`src/include/ccs_pkg.sv`:
```
// Package with constants and types for the charge-control safety decoder
package ccs_pkg;

  // Clock rate and derived timing
  localparam int unsigned CLK_HZ        = 125_000_000;
  localparam int unsigned FAST_MS       = 32;     // Sample period with Ac_detected_bit
  localparam int unsigned SLOW_MS       = 250;    // Longest presence sample period without AC
  localparam int unsigned FULL_S        = 30;     // Longest full sweep period without AC
  localparam int unsigned TIMEOUT_MS    = 140000; // Request refresh timeout, plain default
  localparam int unsigned FAST_CYC      = FAST_MS * (CLK_HZ / 1000);
  localparam int unsigned SLOW_CYC      = SLOW_MS * (CLK_HZ / 1000);
  localparam int unsigned FULL_SLOWS    = (FULL_S * 1000) / SLOW_MS; // Slow ticks per full sweep
  localparam longint unsigned TIMEOUT_CYC = longint'(TIMEOUT_MS) * (CLK_HZ / 1000);
  localparam int unsigned SETTLE_CYC    = 16;     // Drive settle time before a comparison

  // Current ceilings in mA and step shifts per strap code
  localparam logic [15:0] CURRENT_CEILING_STRAP_0 = 16'h03ff;  // 1023 mA, 1 mA steps
  localparam logic [15:0] CURRENT_CEILING_STRAP_1 = 16'h07fe;  // 2046 mA, 2 mA steps
  localparam logic [15:0] CURRENT_CEILING_STRAP_2 = 16'h0bfc;  // 3068 mA, 4 mA steps
  localparam logic [15:0] CURRENT_CEILING_STRAP_3 = 16'h0ffc;  // 4092 mA, 4 mA steps
  localparam logic [1:0]  ISTEP_0 = 2'h0;
  localparam logic [1:0]  ISTEP_1 = 2'h1;
  localparam logic [1:0]  ISTEP_2 = 2'h2;
  localparam logic [1:0]  ISTEP_3 = 2'h2;

  // Voltage ceilings in mV, floor and step
  localparam logic [15:0] VOLTAGE_CEILING_STRAP_0 = 16'h1090;  // 4240 mV
  localparam logic [15:0] VOLTAGE_CEILING_STRAP_1 = 16'h10d0;  // 4304 mV
  localparam logic [15:0] VOLTAGE_CEILING_STRAP_2 = 16'h1150;  // 4432 mV
  localparam logic [15:0] VOLTAGE_CEILING_STRAP_3 = 16'h11a0;  // 4512 mV
  localparam logic [15:0] VOLTAGE_CEILING_STRAP_4 = 16'h1580;  // 5504 mV
  localparam logic [15:0] VOUT_FLOOR = 16'h0b54; // 2900 mV
  localparam logic [3:0]  VSTEP_MASK = 4'hf;     // 16 mV steps

  // Decoded safety-line range
  typedef enum logic [2:0]
  {
    RNG_UNDER = 3'h0,
    RNG_HOT   = 3'h1,
    RNG_IDEAL = 3'h2,
    RNG_COLD  = 3'h3,
    RNG_OVER  = 3'h4
  } ccs_range_t;

  // Sequencer states, one-hot
  typedef enum logic [4:0]
  {
    SQ_IDLE = 5'h01,
    SQ_DRV  = 5'h02,
    SQ_CMP  = 5'h04,
    SQ_DONE = 5'h08,
    SQ_OFF  = 5'h10
  } ccs_seq_t;

endpackage

```
`src/include/ccs_sense_if.sv`:
```
// Interface between the decoder sequencer and the range sampler
`timescale 1ns/10ps
interface ccs_sense_if;
  logic       start;     // Begin a sweep
  logic       full;      // Full sweep, else presence only
  logic [2:0] prev;      // Previous range for hysteresis
  logic       done;      // Sweep finished, one cycle
  logic [2:0] range;     // Decoded range
  modport ctl (output start, output full, output prev, input done, input range);
  modport smp (input start, input full, input prev, output done, output range);
endinterface

```
`src/logic/ccs_limit.sv`:
```
// Strap decoders that clamp the current and voltage requests
`timescale 1ns/10ps
module ccs_limit
(
  input  wire logic        clk,          // System clock
  input  wire logic        rst,          // Asynchronous reset
  input  wire logic [1:0]  i_strap,      // Current ceiling strap code
  input  wire logic [2:0]  v_strap,      // Voltage ceiling strap code
  input  wire logic [15:0] i_req,        // Stored current request
  input  wire logic [15:0] v_req,        // Stored voltage request
  output logic      [15:0] i_eff,        // Clamped current
  output logic      [15:0] v_eff,        // Clamped voltage
  output logic             v_over        // Voltage request above ceiling
);
  typedef struct packed
  {
    logic [15:0] i;
    logic [15:0] v;
    logic        vo;
  } ccs_lim_st_t;

  ccs_lim_st_t st_r;
  ccs_lim_st_t st_nxt;
  logic [15:0] ic;
  logic [15:0] vc;
  logic [1:0]  sh;
  logic [15:0] iq;

  // Ceiling selection, clamp and granularity
  always_comb
  begin
    case (i_strap)
      2'h0:    begin ic = ccs_pkg::CURRENT_CEILING_STRAP_0; sh = ccs_pkg::ISTEP_0; end
      2'h1:    begin ic = ccs_pkg::CURRENT_CEILING_STRAP_1; sh = ccs_pkg::ISTEP_1; end
      2'h2:    begin ic = ccs_pkg::CURRENT_CEILING_STRAP_2; sh = ccs_pkg::ISTEP_2; end
      default: begin ic = ccs_pkg::CURRENT_CEILING_STRAP_3; sh = ccs_pkg::ISTEP_3; end
    endcase
    case (v_strap)
      3'h0:    vc = ccs_pkg::VOLTAGE_CEILING_STRAP_0;
      3'h1:    vc = ccs_pkg::VOLTAGE_CEILING_STRAP_1;
      3'h2:    vc = ccs_pkg::VOLTAGE_CEILING_STRAP_2;
      3'h3:    vc = ccs_pkg::VOLTAGE_CEILING_STRAP_3;
      default: vc = ccs_pkg::VOLTAGE_CEILING_STRAP_4;
    endcase
    iq = (i_req > ic) ? ic : i_req;
    st_nxt.i  = (iq >> sh) << sh;
    st_nxt.vo = v_req > vc;
    st_nxt.v  = (v_req > vc) ? vc : (v_req & ~{12'h000, ccs_pkg::VSTEP_MASK});
  end

  // State register
  always_ff @(posedge clk or posedge rst)
  begin
    if (rst)
      st_r <= '0;
    else
      st_r <= st_nxt;
  end

  assign i_eff  = st_r.i;
  assign v_eff  = st_r.v;
  assign v_over = st_r.vo;

  // Effective current never above the strap-0 ceiling while strap code 0 is held
  property p_iclamp;
    @(posedge clk) disable iff (rst)
      (i_strap == 2'h0 && $stable(i_strap)) |=> (i_eff <= ccs_pkg::CURRENT_CEILING_STRAP_0);
  endproperty
  iclamp_a: assert property (p_iclamp) else $error("current above ceiling");
  vclamp_a: assert property (@(posedge clk) disable iff (rst)
    (v_req > vc) |=> (v_over && v_eff == $past(vc))) else $error("voltage not clamped");
endmodule

```
`src/logic/ccs_sampler.sv`:
```
// Threshold sweep of the safety line with hysteresis
`timescale 1ns/10ps
module ccs_sampler
(
  input  wire logic        clk,          // System clock
  input  wire logic        rst,          // Asynchronous reset
  ccs_sense_if.smp         sif,          // Sweep control
  input  wire logic        cmp_above,    // Sensed node above threshold
  output logic      [1:0]  thr_sel,      // Threshold under test
  output logic      [2:0]  thr_adj,      // Hysteresis hint: previous range
  output logic             low_drv,      // Drive low-value resistor side
  output logic             high_drv      // Drive high-value resistor side
);
  typedef struct packed
  {
    ccs_pkg::ccs_seq_t st;
    logic [1:0]  thr;
    logic [4:0]  cnt;
    logic [2:0]  rng;
    logic        full;
    logic        done;
  } ccs_smp_st_t;

  ccs_smp_st_t s_r;
  ccs_smp_st_t s_nxt;

  // Sweep: thresholds 0..3 from over/cold down to hot/under
  always_comb
  begin
    s_nxt = s_r;
    s_nxt.done = 1'b0;
    case (s_r.st)
      ccs_pkg::SQ_IDLE:
      begin
        if (sif.start)
        begin
          s_nxt.st   = ccs_pkg::SQ_DRV;
          s_nxt.thr  = 2'h0;
          s_nxt.full = sif.full;
          s_nxt.cnt  = '0;
        end
      end
      ccs_pkg::SQ_DRV:
      begin
        s_nxt.cnt = s_r.cnt + 5'h01;
        if (s_r.cnt == 5'(ccs_pkg::SETTLE_CYC - 1))
          s_nxt.st = ccs_pkg::SQ_CMP;
      end
      ccs_pkg::SQ_CMP:
      begin
        s_nxt.cnt = '0;
        if (cmp_above)
        begin
          s_nxt.rng = 3'(3'h4 - {1'b0, s_r.thr});
          s_nxt.st  = ccs_pkg::SQ_DONE;
        end
        else if (s_r.thr == 2'h3)
        begin
          s_nxt.rng = 3'h0;
          s_nxt.st  = ccs_pkg::SQ_DONE;
        end
        else if (!s_r.full)
        begin
          s_nxt.rng = 3'h2;
          s_nxt.st  = ccs_pkg::SQ_DONE;
        end
        else
        begin
          s_nxt.thr = s_r.thr + 2'h1;
          s_nxt.st  = ccs_pkg::SQ_DRV;
        end
      end
      ccs_pkg::SQ_DONE:
      begin
        s_nxt.done = 1'b1;
        s_nxt.st   = ccs_pkg::SQ_IDLE;
      end
      default: s_nxt.st = ccs_pkg::SQ_IDLE;
    endcase
  end

  // State register
  always_ff @(posedge clk or posedge rst)
  begin
    if (rst)
      s_r <= '{st: ccs_pkg::SQ_IDLE, rng: 3'h4, default: '0};
    else
      s_r <= s_nxt;
  end

  wire active = (s_r.st == ccs_pkg::SQ_DRV) || (s_r.st == ccs_pkg::SQ_CMP);
  assign thr_sel   = s_r.thr;
  assign thr_adj   = sif.prev;
  assign high_drv  = active && !s_r.thr[1];
  assign low_drv   = active && s_r.thr[1];
  assign sif.done  = s_r.done;
  assign sif.range = s_r.rng;

  drv_a: assert property (@(posedge clk) disable iff (rst)
    !(low_drv && high_drv)) else $error("both sides driven");
  order_a: assert property (@(posedge clk) disable iff (rst)
    (s_r.st == ccs_pkg::SQ_CMP && !cmp_above && s_r.full && s_r.thr != 2'h3)
      |=> (thr_sel == $past(thr_sel) + 2'h1)) else $error("threshold order");
endmodule

```
`src/logic/ccs_ctrl.sv`:
```
// Charge-control decision logic with safety-line decoder and limits
`timescale 1ns/10ps
module ccs_ctrl
#(
  parameter longint unsigned TIMEOUT_CYC = ccs_pkg::TIMEOUT_CYC, // Request timeout
  parameter int unsigned     FAST_CYC    = ccs_pkg::FAST_CYC,    // AC sample period
  parameter int unsigned     SLOW_CYC    = ccs_pkg::SLOW_CYC,    // No-AC sample period
  parameter int unsigned     FULL_SLOWS  = ccs_pkg::FULL_SLOWS   // Slow ticks per full sweep
)
(
  input  wire logic        clk,               // System clock
  input  wire logic        rst,               // Asynchronous reset
  input  wire logic        voltage_wr,        // Voltage request write strobe
  input  wire logic        current_wr,        // Current request write strobe
  input  wire logic [15:0] wr_data,           // Written request value
  input  wire logic        inhibit_bit,       // Inhibit-charge mode bit
  input  wire logic        clear_requests_bit,// Clear_requests_bit mode bit
  input  wire logic        alarm_block_bit,   // Alarm_block_bit status
  input  wire logic        ac_detected_bit,   // Divided input above threshold
  input  wire logic        charge_enable_pin, // External enable, low stops
  input  wire logic        supply_ok,         // Input supply sufficient
  input  wire logic        cmp_above,         // Safety-line comparator
  input  wire logic [1:0]  current_ceiling_strap, // Current strap code
  input  wire logic [2:0]  voltage_ceiling_strap, // Voltage strap code
  output logic             charge_en,         // Charger output enable
  output logic      [15:0] voltage_out,       // Clamped voltage setting
  output logic      [15:0] current_out,       // Clamped current setting
  output logic             voltage_over_bit,  // Voltage request over ceiling
  output logic             range_underrange_bit, // Underrange status
  output logic             range_hot_bit,     // Hot status
  output logic             range_cold_bit,    // Cold status
  output logic             range_overrange_bit,  // Overrange status
  output logic             battery_present_bit,  // Presence status
  output logic      [1:0]  thr_sel,           // Threshold under test
  output logic      [2:0]  thr_adj,           // Hysteresis hint
  output logic             low_res_drive_sel, // Drive low-value side
  output logic             high_res_drive_sel,// Drive high-value side
  output logic             alert_line_n       // Alert, active low
);
  initial
  begin
    if (TIMEOUT_CYC < 1 || FAST_CYC < 64 || SLOW_CYC < 64 || FULL_SLOWS < 1)
      $error("ccs_ctrl: bad timing parameter");
  end

  typedef struct packed
  {
    logic [15:0] vreq;
    logic [15:0] ireq;
    logic        vwr;
    logic        iwr;
    logic [39:0] tmo;
    logic        run;
    logic [31:0] per;
    logic [15:0] slows;
    logic        busy;
    logic        start;
    logic        full;
    logic [2:0]  rng;
    logic [4:0]  stat;
    logic        ac_d;
    logic        pres_d;
    logic        alm_d;
    logic        alert;
    logic        first;
  } ccs_ctl_st_t;

  ccs_ctl_st_t st_r;
  ccs_ctl_st_t st_nxt;
  ccs_sense_if sif ();
  logic        range_ok;
  logic        stop_now;
  logic        tmo_hit;
  logic [15:0] i_eff;
  logic [15:0] v_eff;
  logic        v_over;

  // Request clamp and strap decode
  ccs_limit u_limit
  (
    .clk     (clk),
    .rst     (rst),
    .i_strap (current_ceiling_strap),
    .v_strap (voltage_ceiling_strap),
    .i_req   (st_r.vreq == 16'h0000 ? 16'h0000 : st_r.ireq),
    .v_req   (st_r.vreq),
    .i_eff   (i_eff),
    .v_eff   (v_eff),
    .v_over  (v_over)
  );

  // Threshold sweep
  ccs_sampler u_sampler
  (
    .clk       (clk),
    .rst       (rst),
    .sif       (sif.smp),
    .cmp_above (cmp_above),
    .thr_sel   (thr_sel),
    .thr_adj   (thr_adj),
    .low_drv   (low_res_drive_sel),
    .high_drv  (high_res_drive_sel)
  );

  assign sif.start = st_r.start;
  assign sif.full  = st_r.full;
  assign sif.prev  = st_r.rng;

  // Charging qualifiers, evaluated every cycle
  assign range_ok = (st_r.rng == ccs_pkg::RNG_COLD) || (st_r.rng == ccs_pkg::RNG_IDEAL)
                 || (st_r.rng == ccs_pkg::RNG_UNDER);
  assign tmo_hit  = (st_r.tmo >= 40'(TIMEOUT_CYC));
  assign stop_now = !range_ok || !ac_detected_bit || alarm_block_bit
                 || inhibit_bit || clear_requests_bit
                 || !charge_enable_pin || !supply_ok
                 || tmo_hit || (st_r.vreq == 16'h0000) || (st_r.ireq == 16'h0000);

  // Next-state logic
  always_comb
  begin
    st_nxt = st_r;
    st_nxt.start = 1'b0;
    // Request storage; stored values survive stops other than clear_requests_bit for later resume
    if (voltage_wr)
    begin
      st_nxt.vreq = wr_data;
      st_nxt.vwr  = 1'b1;
    end
    if (current_wr)
    begin
      st_nxt.ireq = wr_data;
      st_nxt.iwr  = 1'b1;
    end
    if (clear_requests_bit)
    begin
      st_nxt.vreq = 16'h0000;
      st_nxt.ireq = 16'h0000;
    end
    // Refresh timeout restarts when either request is rewritten
    if (voltage_wr || current_wr)
      st_nxt.tmo = '0;
    else if (!tmo_hit)
      st_nxt.tmo = st_r.tmo + 40'h1;
    // Controlled charging begins once both requests written
    if (st_r.vwr && st_r.iwr)
      st_nxt.run = 1'b1;
    if (st_nxt.vreq == 16'h0000 || st_nxt.ireq == 16'h0000)
      st_nxt.run = 1'b0;
    // Sample scheduler: fast with AC, slow without
    if (st_r.per == 32'h0)
    begin
      st_nxt.per   = ac_detected_bit ? 32'(FAST_CYC - 1) : 32'(SLOW_CYC - 1);
      st_nxt.start = !st_r.busy;
      st_nxt.busy  = 1'b1;
      if (ac_detected_bit || st_r.slows == 16'h0)
      begin
        st_nxt.full  = 1'b1;
        st_nxt.slows = 16'(FULL_SLOWS - 1);
      end
      else
      begin
        st_nxt.full  = 1'b0;
        st_nxt.slows = st_r.slows - 16'h1;
      end
    end
    else
      st_nxt.per = st_r.per - 32'h1;
    // Sweep result; a presence-only sweep keeps prior temperature bits unless it or the prior range is overrange
    if (sif.done)
    begin
      st_nxt.busy = 1'b0;
      if (st_r.full || sif.range == ccs_pkg::RNG_OVER || st_r.rng == ccs_pkg::RNG_OVER)
        st_nxt.rng = sif.range;
      case (st_nxt.rng)
        ccs_pkg::RNG_UNDER: st_nxt.stat = 5'b11001;
        ccs_pkg::RNG_HOT:   st_nxt.stat = 5'b01001;
        ccs_pkg::RNG_IDEAL: st_nxt.stat = 5'b00001;
        ccs_pkg::RNG_COLD:  st_nxt.stat = 5'b00101;
        default:            st_nxt.stat = 5'b00110;
      endcase
    end
    // Alert on AC or presence changes, alarm-block rising, or power-on
    st_nxt.ac_d   = ac_detected_bit;
    st_nxt.pres_d = st_nxt.stat[0];
    st_nxt.alm_d  = alarm_block_bit;
    st_nxt.first  = 1'b0;
    if (st_r.first || (ac_detected_bit != st_r.ac_d) || (st_nxt.stat[0] != st_r.pres_d)
        || (alarm_block_bit && !st_r.alm_d))
      st_nxt.alert = 1'b1;
  end

  // State register
  always_ff @(posedge clk or posedge rst)
  begin
    if (rst)
      st_r <= '{rng: 3'h4, stat: 5'b00110, first: 1'b1, default: '0};
    else
      st_r <= st_nxt;
  end

  // Charger enable register: drops the cycle after stop is seen
  logic en_r;
  always_ff @(posedge clk or posedge rst)
  begin
    if (rst)
      en_r <= 1'b0;
    else
      en_r <= st_r.run && !stop_now;
  end

  // Output registers
  always_ff @(posedge clk or posedge rst)
  begin
    if (rst)
    begin
      voltage_out      <= 16'h0000;
      current_out      <= 16'h0000;
      voltage_over_bit <= 1'b0;
      alert_line_n     <= 1'b1;
    end
    else
    begin
      voltage_out      <= v_eff;
      current_out      <= i_eff;
      voltage_over_bit <= v_over;
      alert_line_n     <= !st_r.alert;
    end
  end

  assign charge_en            = en_r;
  assign range_underrange_bit = st_r.stat[4];
  assign range_hot_bit        = st_r.stat[3];
  assign range_cold_bit       = st_r.stat[2];
  assign range_overrange_bit  = st_r.stat[1];
  assign battery_present_bit  = st_r.stat[0];

  stop_a: assert property (@(posedge clk) disable iff (rst)
    stop_now |=> !charge_en) else $error("charging while stopped");
  hot_stop_a: assert property (@(posedge clk) disable iff (rst)
    (range_hot_bit && !range_underrange_bit) |=> !charge_en) else $error("charging when hot");
  ac_stop_a: assert property (@(posedge clk) disable iff (rst)
    $fell(ac_detected_bit) |=> !charge_en) else $error("charging without AC");
  pin_stop_a: assert property (@(posedge clk) disable iff (rst)
    !charge_enable_pin |=> !charge_en) else $error("charging with pin low");
  zero_wr_a: assert property (@(posedge clk) disable iff (rst)
    (voltage_wr && wr_data == 16'h0000) |=> ##1 !charge_en) else $error("zero write");
  over_bits_a: assert property (@(posedge clk) disable iff (rst)
    range_overrange_bit |-> (range_cold_bit && !battery_present_bit)) else $error("bits");
  alert_chg_a: assert property (@(posedge clk) disable iff (rst)
    (ac_detected_bit != $past(ac_detected_bit)) |=> ##1 !alert_line_n) else $error("alert");
endmodule

```
`config.mk`:
```
export PLATFORM = sky130hd
export DESIGN_NAME = ccs_ctrl
export DESIGN_NICKNAME = d
export VERILOG_FILES = /design/src/include/ccs_pkg.sv /design/src/include/ccs_sense_if.sv /design/src/logic/ccs_limit.sv /design/src/logic/ccs_sampler.sv /design/src/logic/ccs_ctrl.sv
export SDC_FILE = /design/constraint.sdc
export NUM_CORES = 1
export LEC_CHECK = 0
export BUFFER_PORTS_ARGS = -buffer_cell sky130_fd_sc_hd__buf_2
export CORE_MARGIN = 2
export CORE_UTILIZATION = 60
export DETAILED_ROUTE_END_ITERATION = 16
export PLACE_DENSITY_LB_ADDON = 0.25
export SYNTH_ARGS = -nofsm -noshare
export SYNTH_HDL_FRONTEND = slang
export SYNTH_SLANG_ARGS = --single-unit
```
`constraint.sdc`:
```
create_clock -name clk -period 9.1 [get_ports clk]
set_clock_uncertainty 0.15 [all_clocks]
set_input_delay 0.455 -clock clk [delete_from_list [all_inputs] [get_ports clk]]
set_output_delay 0.455 -clock clk [all_outputs]
set_load 0.02 [all_outputs]
```
Word-level counts from Yosys, hierarchy flattened
Cells that the tools add are included.
- reduce and logical (&&, ||, !) cells: 53
- multiplexer cells: 38
- order comparisons: 3
- shift operators: 2
- $add $sub $neg: 6
- equality and inequality tests: 27
- operator list (cell ; count):
    16-bit two-way mux ; 6
    16-bit zero test ; 5
    40-bit two-way mux ; 2
    32-bit two-way mux ; 2
    11-bit one-hot mux with 4 select lines ; 1
    40-bit by 1-bit adder with 40-bit output (second input constant) ; 1
    40-bit by 35-bit >= comparator with 1-bit output (second input constant) ; 1
    12-bit one-hot mux with 3 select lines ; 1
    32-bit zero test ; 1
    32-bit by 1-bit subtractor with 32-bit output (second input constant) ; 1
    5-bit one-hot mux with 3 select lines ; 2
    25-bit two-way mux ; 1
    1-bit logical OR ; 20
    5-bit one-hot mux with 4 select lines ; 1
    3-bit by 2-bit equality test with 1-bit output (second input constant) ; 6
    3-bit two-way mux ; 6
    16-bit by 12-bit > comparator with 1-bit output ; 1
    16-bit by 13-bit > comparator with 1-bit output ; 1
    16-bit by 2-bit left shift with 16-bit output ; 1
    16-bit by 2-bit right shift with 16-bit output ; 1
    16-bit by 1-bit subtractor with 16-bit output (second input constant) ; 1
    5-bit two-way mux ; 3
    12-bit two-way mux ; 1
    5-bit by 4-bit equality test with 1-bit output (second input constant) ; 2
    other kinds (26) ; 61
- bits of input ports: 32
- flip-flop bits (word level): 223
- output and inout port bits: 47
- logic and storage cells: 161

Depth between registers and ports, before layout
- depth after elaboration: 15
- mapped depth: 14
- gate-level depth less buffers: 11

Cells and area by module
From an unflattened synthesis, not the netlist that was laid out.
- cell total of the unflattened synthesis: 913
- area total of the unflattened synthesis: 9857.0 um^2
- modules (own cells, without submodules) (module ; area each (um^2) ; times used ; seq. area each (um^2) ; cells each):
    ccs_ctrl ; 7661.1 ; 1 ; 4335.4 ; 720
    ccs_limit ; 1301.2 ; 1 ; 725.7 ; 111
    ccs_sampler ; 894.6 ; 1 ; 402.9 ; 82

Worst setup path before layout
OpenSTA, ideal clock, no wires.
- path kind: register to register
- from: register st_r[133] (netlist bit)
- to: register u_limit.st_r (netlist bit u_limit.i_eff[11])
- slack: 5837 ps
- buffers on the path: 2
- library setup time: 66 ps
- period minus slack after synthesis: 3263 ps
- data required time: 8884 ps
- cell stages (with the launch flop): 13
- arrival: 3046 ps
- cells stage by stage: dfrtp_1 -> or3_1 -> or4_1 -> clkbuf_1 -> and2_1 -> ha_1 -> nand4_1 -> nor3_1 -> a21oi_1 -> a41oi_1 -> o22a_1 -> clkbuf_1 -> a22o_1
- RTL lines (item ; line ; RTL):
    start: declaration ; ccs_ctrl.sv:68 ; ccs_ctl_st_t st_r;
    start signal: assignment ; ccs_ctrl.sv:198 ; st_r <= st_nxt;
    end signal: assignment ; ccs_limit.sv:57 ; st_r <= st_nxt;
    end: declaration ; ccs_limit.sv:22 ; ccs_lim_st_t st_r;

==> metrics.yaml <==
clocking:
  clk_path_buf_depth: 3
  clk_latency_ps: 510
  htreeDepth: 1
  cts.reportedPaths.clkPinSlew_ps: 70
  post_cts_resized: 0
  cts_sinks: 214
  root_buffer: "clkbuf_16"
  cts_tree: "done"
  cts_buffers: 22
placed_design:
  port_buffers: 74
  post-place-ws_ps: 5370
  placed_cell_area_um2: 10100
  dpl.hpwl_um: 12500
  place_congestion: 0.821
floorplanning:
  coreArea_um2: 15700
  die-area_um2: 17000
  ios: 79
  die_w_um: 130
  rows: 46
  dieHeight_um: 130
  initial_utilization_pct: 60.9
logic_synthesis:
  yosys_warnings: 0
  synth_compound_area_share_pct: 9.98
  yosys.area_share.adder_pct: 2.35
  synth_seq_cells: 214
  synth-seq-area-share_pct: 56.1
  syn_area_um2: 9560
  synth_xor_area_share_pct: 3.94
  synth_top_family_by_area: "simple AND/OR/NAND/NOR gates"
  muxShareOfSynthArea_pct: 4.68
  synthArstFlopShare_pct: 100
  synth_top_area_share_pct: 54.2
  yosys.area_share.simple_pct: 19.4
  synth.area.top_cells: "dfrtp_1, nor2_1, mux2i_1"
  ys.flop_type: "dfrtp_1"
  synth_cell_type_count: 57
  syn_area_per_cell_um2: 10.5
  synth_top_area_cell: "dfrtp_1"
  synth_edf_count: 0
  syn_inst: 914
global_route:
  grt_pass1_vias: 6566
  grt_pass1_wl_um: 32200
  antenna_found_initial: 0
  grt_usage_pct: 23.3
  grt_max_degree: 133
  grt-ovfl-total: 0
setup_path:
  path_cells: "nor4_1, nand3_1, or4_1, and2_1, ha_1, nand4_1, nor3_1, a21oi_1, a41oi_1, o22a_1, a22o_1"
  arrival_ps: 4120
  reg2reg_depth: 11
  reg2reg_slack_ps: 5270
  worstPathRequired_ps: 9400
  endpoint_kind: "register"
  crit_path_top_delay_cell: "or4_1"
  slowest_delay_ps: 780
  path_max_fanout: 16
  r2r_start: "st_r[125]"
  criticalPathCategory: "reg -> reg"
  r2r-end: "u_limit.i_eff[10]"
  cp-start-kind: "register"
drt:
  drc: 0
  routed_wl_um: 19100
  ant_nets: 0
  drtIter0Drc: 449
  wl_per_cell_um: 15.7
  firstDrtPassIters: 4
  vias: 6897
  viasPerCell: 5.67
cells_and_area:
  fin_area_um2: 10800
  mostFrequentLayoutCells: "dfrtp_1, nor2_1, buf_2, a21oi_1, nand2_1"
  drive_gt1_share_pct: 13.9
  fin_nets: 1035
  syn2layout_area_growth_pct: 12.9
  fillers: 1162
  seq_area_um2: 5360
  n_antenna_cell: 0
  multi_input_area_um2: 3910
  final_common_cell: "dfrtp_1"
run_status:
  violations: "negative hold slack"
  outcome: "finished, violations left"
pwr:
  p_leak_nw: 4.95
  ir_drop_mv: 0.203
  p_total_mw: 2.10
  power.density_nw_per_um2: 195
timing:
  setup_ws_ps: 5270
  hold_viol: 13
  rsz0062_at_grt: "no"
  fin_tns_setup_ps: 0
  worst_pin_slew_ps: 1120
  relSlewSlack_pct: 24.5
  setup_viol: 0
  slew_violations: 0
  period_minus_slack_ps: 3830
  finalCritPeriodShare_pct: 42.1
  fmax_mhz: 261
  hold_ws_ps: -47.0
flow_run:
  maxCapViolCount: 0
worst_hold_path:
  min_path_type: "in -> async"
==> worst max-delay path: cells and delay by family, from the launching register on <==
family,cells,cell delay [ps]
fa+ha+maj,1,300
compound gates,4,1030
simple gates,6,1890
flops,1,390
==> state kept, by name, indices dropped and copies added, names as in the netlist, 2 cells and up <==
name	cells
current_out	16
u_sampler.sif.range	3
u_limit.v_eff	12
st_r	128
u_sampler.thr_sel	2
voltage_out	12
sif.prev	3
u_limit.i_eff	16
u_sampler.s_r	10
==> report_power, final <==
group | internal, mW | switching, mW | leakage (nW) | total, mW
Combinational | 0.0693 | 0.124 | 1.90 | 0.193
Sequential | 1.01 | 0.0361 | 2.70 | 1.05
Clock | 0.505 | 0.359 | 0.350 | 0.863
Total | 1.59 | 0.519 | 4.95 | 2.10
==> stage by stage <==
step / utilization (%) / cells
floorplan: - / 925
global placement: 64.2 / 1176
detailed placement: 64.2 / 1176
CTS: 68.7 / 1217
global route: 68.7 / 1217
finish: 68.7 / 1217
==> worst max-delay path by stage <==
stage | start | endpoint | slack [ps] | cells past startpoint
finish | st_r[125] | u_limit.i_eff[10] | 5270 | 11
global route | st_r[125] | u_limit.i_eff[10] | 5030 | 11
CTS | st_r[125] | u_limit.i_eff[10] | 5300 | 11
detailed placement | st_r[126] | u_limit.i_eff[10] | 5370 | 11
global placement | st_r[126] | u_limit.i_eff[11] | 5450 | 11
floorplan | rst | battery_present_bit | 2660 | 1
==> metal layers <==
| layer | vias to the layer above | wire length (um) | share of wire (%) | GRT usage [%] |
|---|---|---|---|---|
| met3 | 30 | 912 | 4.8 | 4.18 |
| met5 | - | 0 | 0 | 0 |
| li1 | 3340 | - | - | - |
| met2 | 140 | 8940 | 47 | 36.8 |
| met4 | 0 | 410 | 2.1 | 6.01 |
| met1 | 3387 | 8820 | 46 | 34.0 |
==> what timing repair did <==
action	CTS	global route
buffers inserted	0	0
endpoints found under the hold margin	1	0
hold buffers	1	0
endpoints found under the setup margin	0	0
==> synthesized netlist by cell type (2+ instances only) <==
cell	instances
or4_1	12
xor2_1	15
and3_1	11
or4b_2	3
a31oi_1	7
nor3_1	32
nor4b_1	9
nor2_1	130
and4_1	4
or2_2	6
o2bb2ai_1	2
nand4b_1	2
buf_2	2
dfrtp_1	207
buf_1	5
clkbuf_1	26
a21o_1	14
and2_1	12
o31ai_1	5
o22ai_1	3
o21ai_0	38
o21a_1	4
a211o_1	3
or3_1	21
a22oi_1	2
xnor2_1	28
nand4_1	15
nor4_1	19
nor2b_1	4
inv_1	38
mux2_2	6
dfstp_2	7
nand3b_1	4
a22o_1	7
nand2_1	44
nand3_1	19
ha_1	18
mux2i_1	38
a2111oi_0	3
nor3b_1	8
buf_4	9
a21oi_1	52
nand2b_1	6
==> logic make-up after synthesis <==
kind of cell,Yosys count
compound gates,151
xor+xnor,43
fa+ha+maj,18
buf+inv,80
flops,214
mux,44
other cells,1
simple gates,363
==> final cells by class <==
class | instances | area share [%]
multi-input cells | 631 | 36.2
inverters | 38 | 1.39
repair buffers | 78 | 3.73
clock inverters | 6 | 0.405
flip-flops and latches | 214 | 49.7
well taps | 216 | 2.50
clock buffers | 34 | 6.16
(Power assumes the default switching activity.)
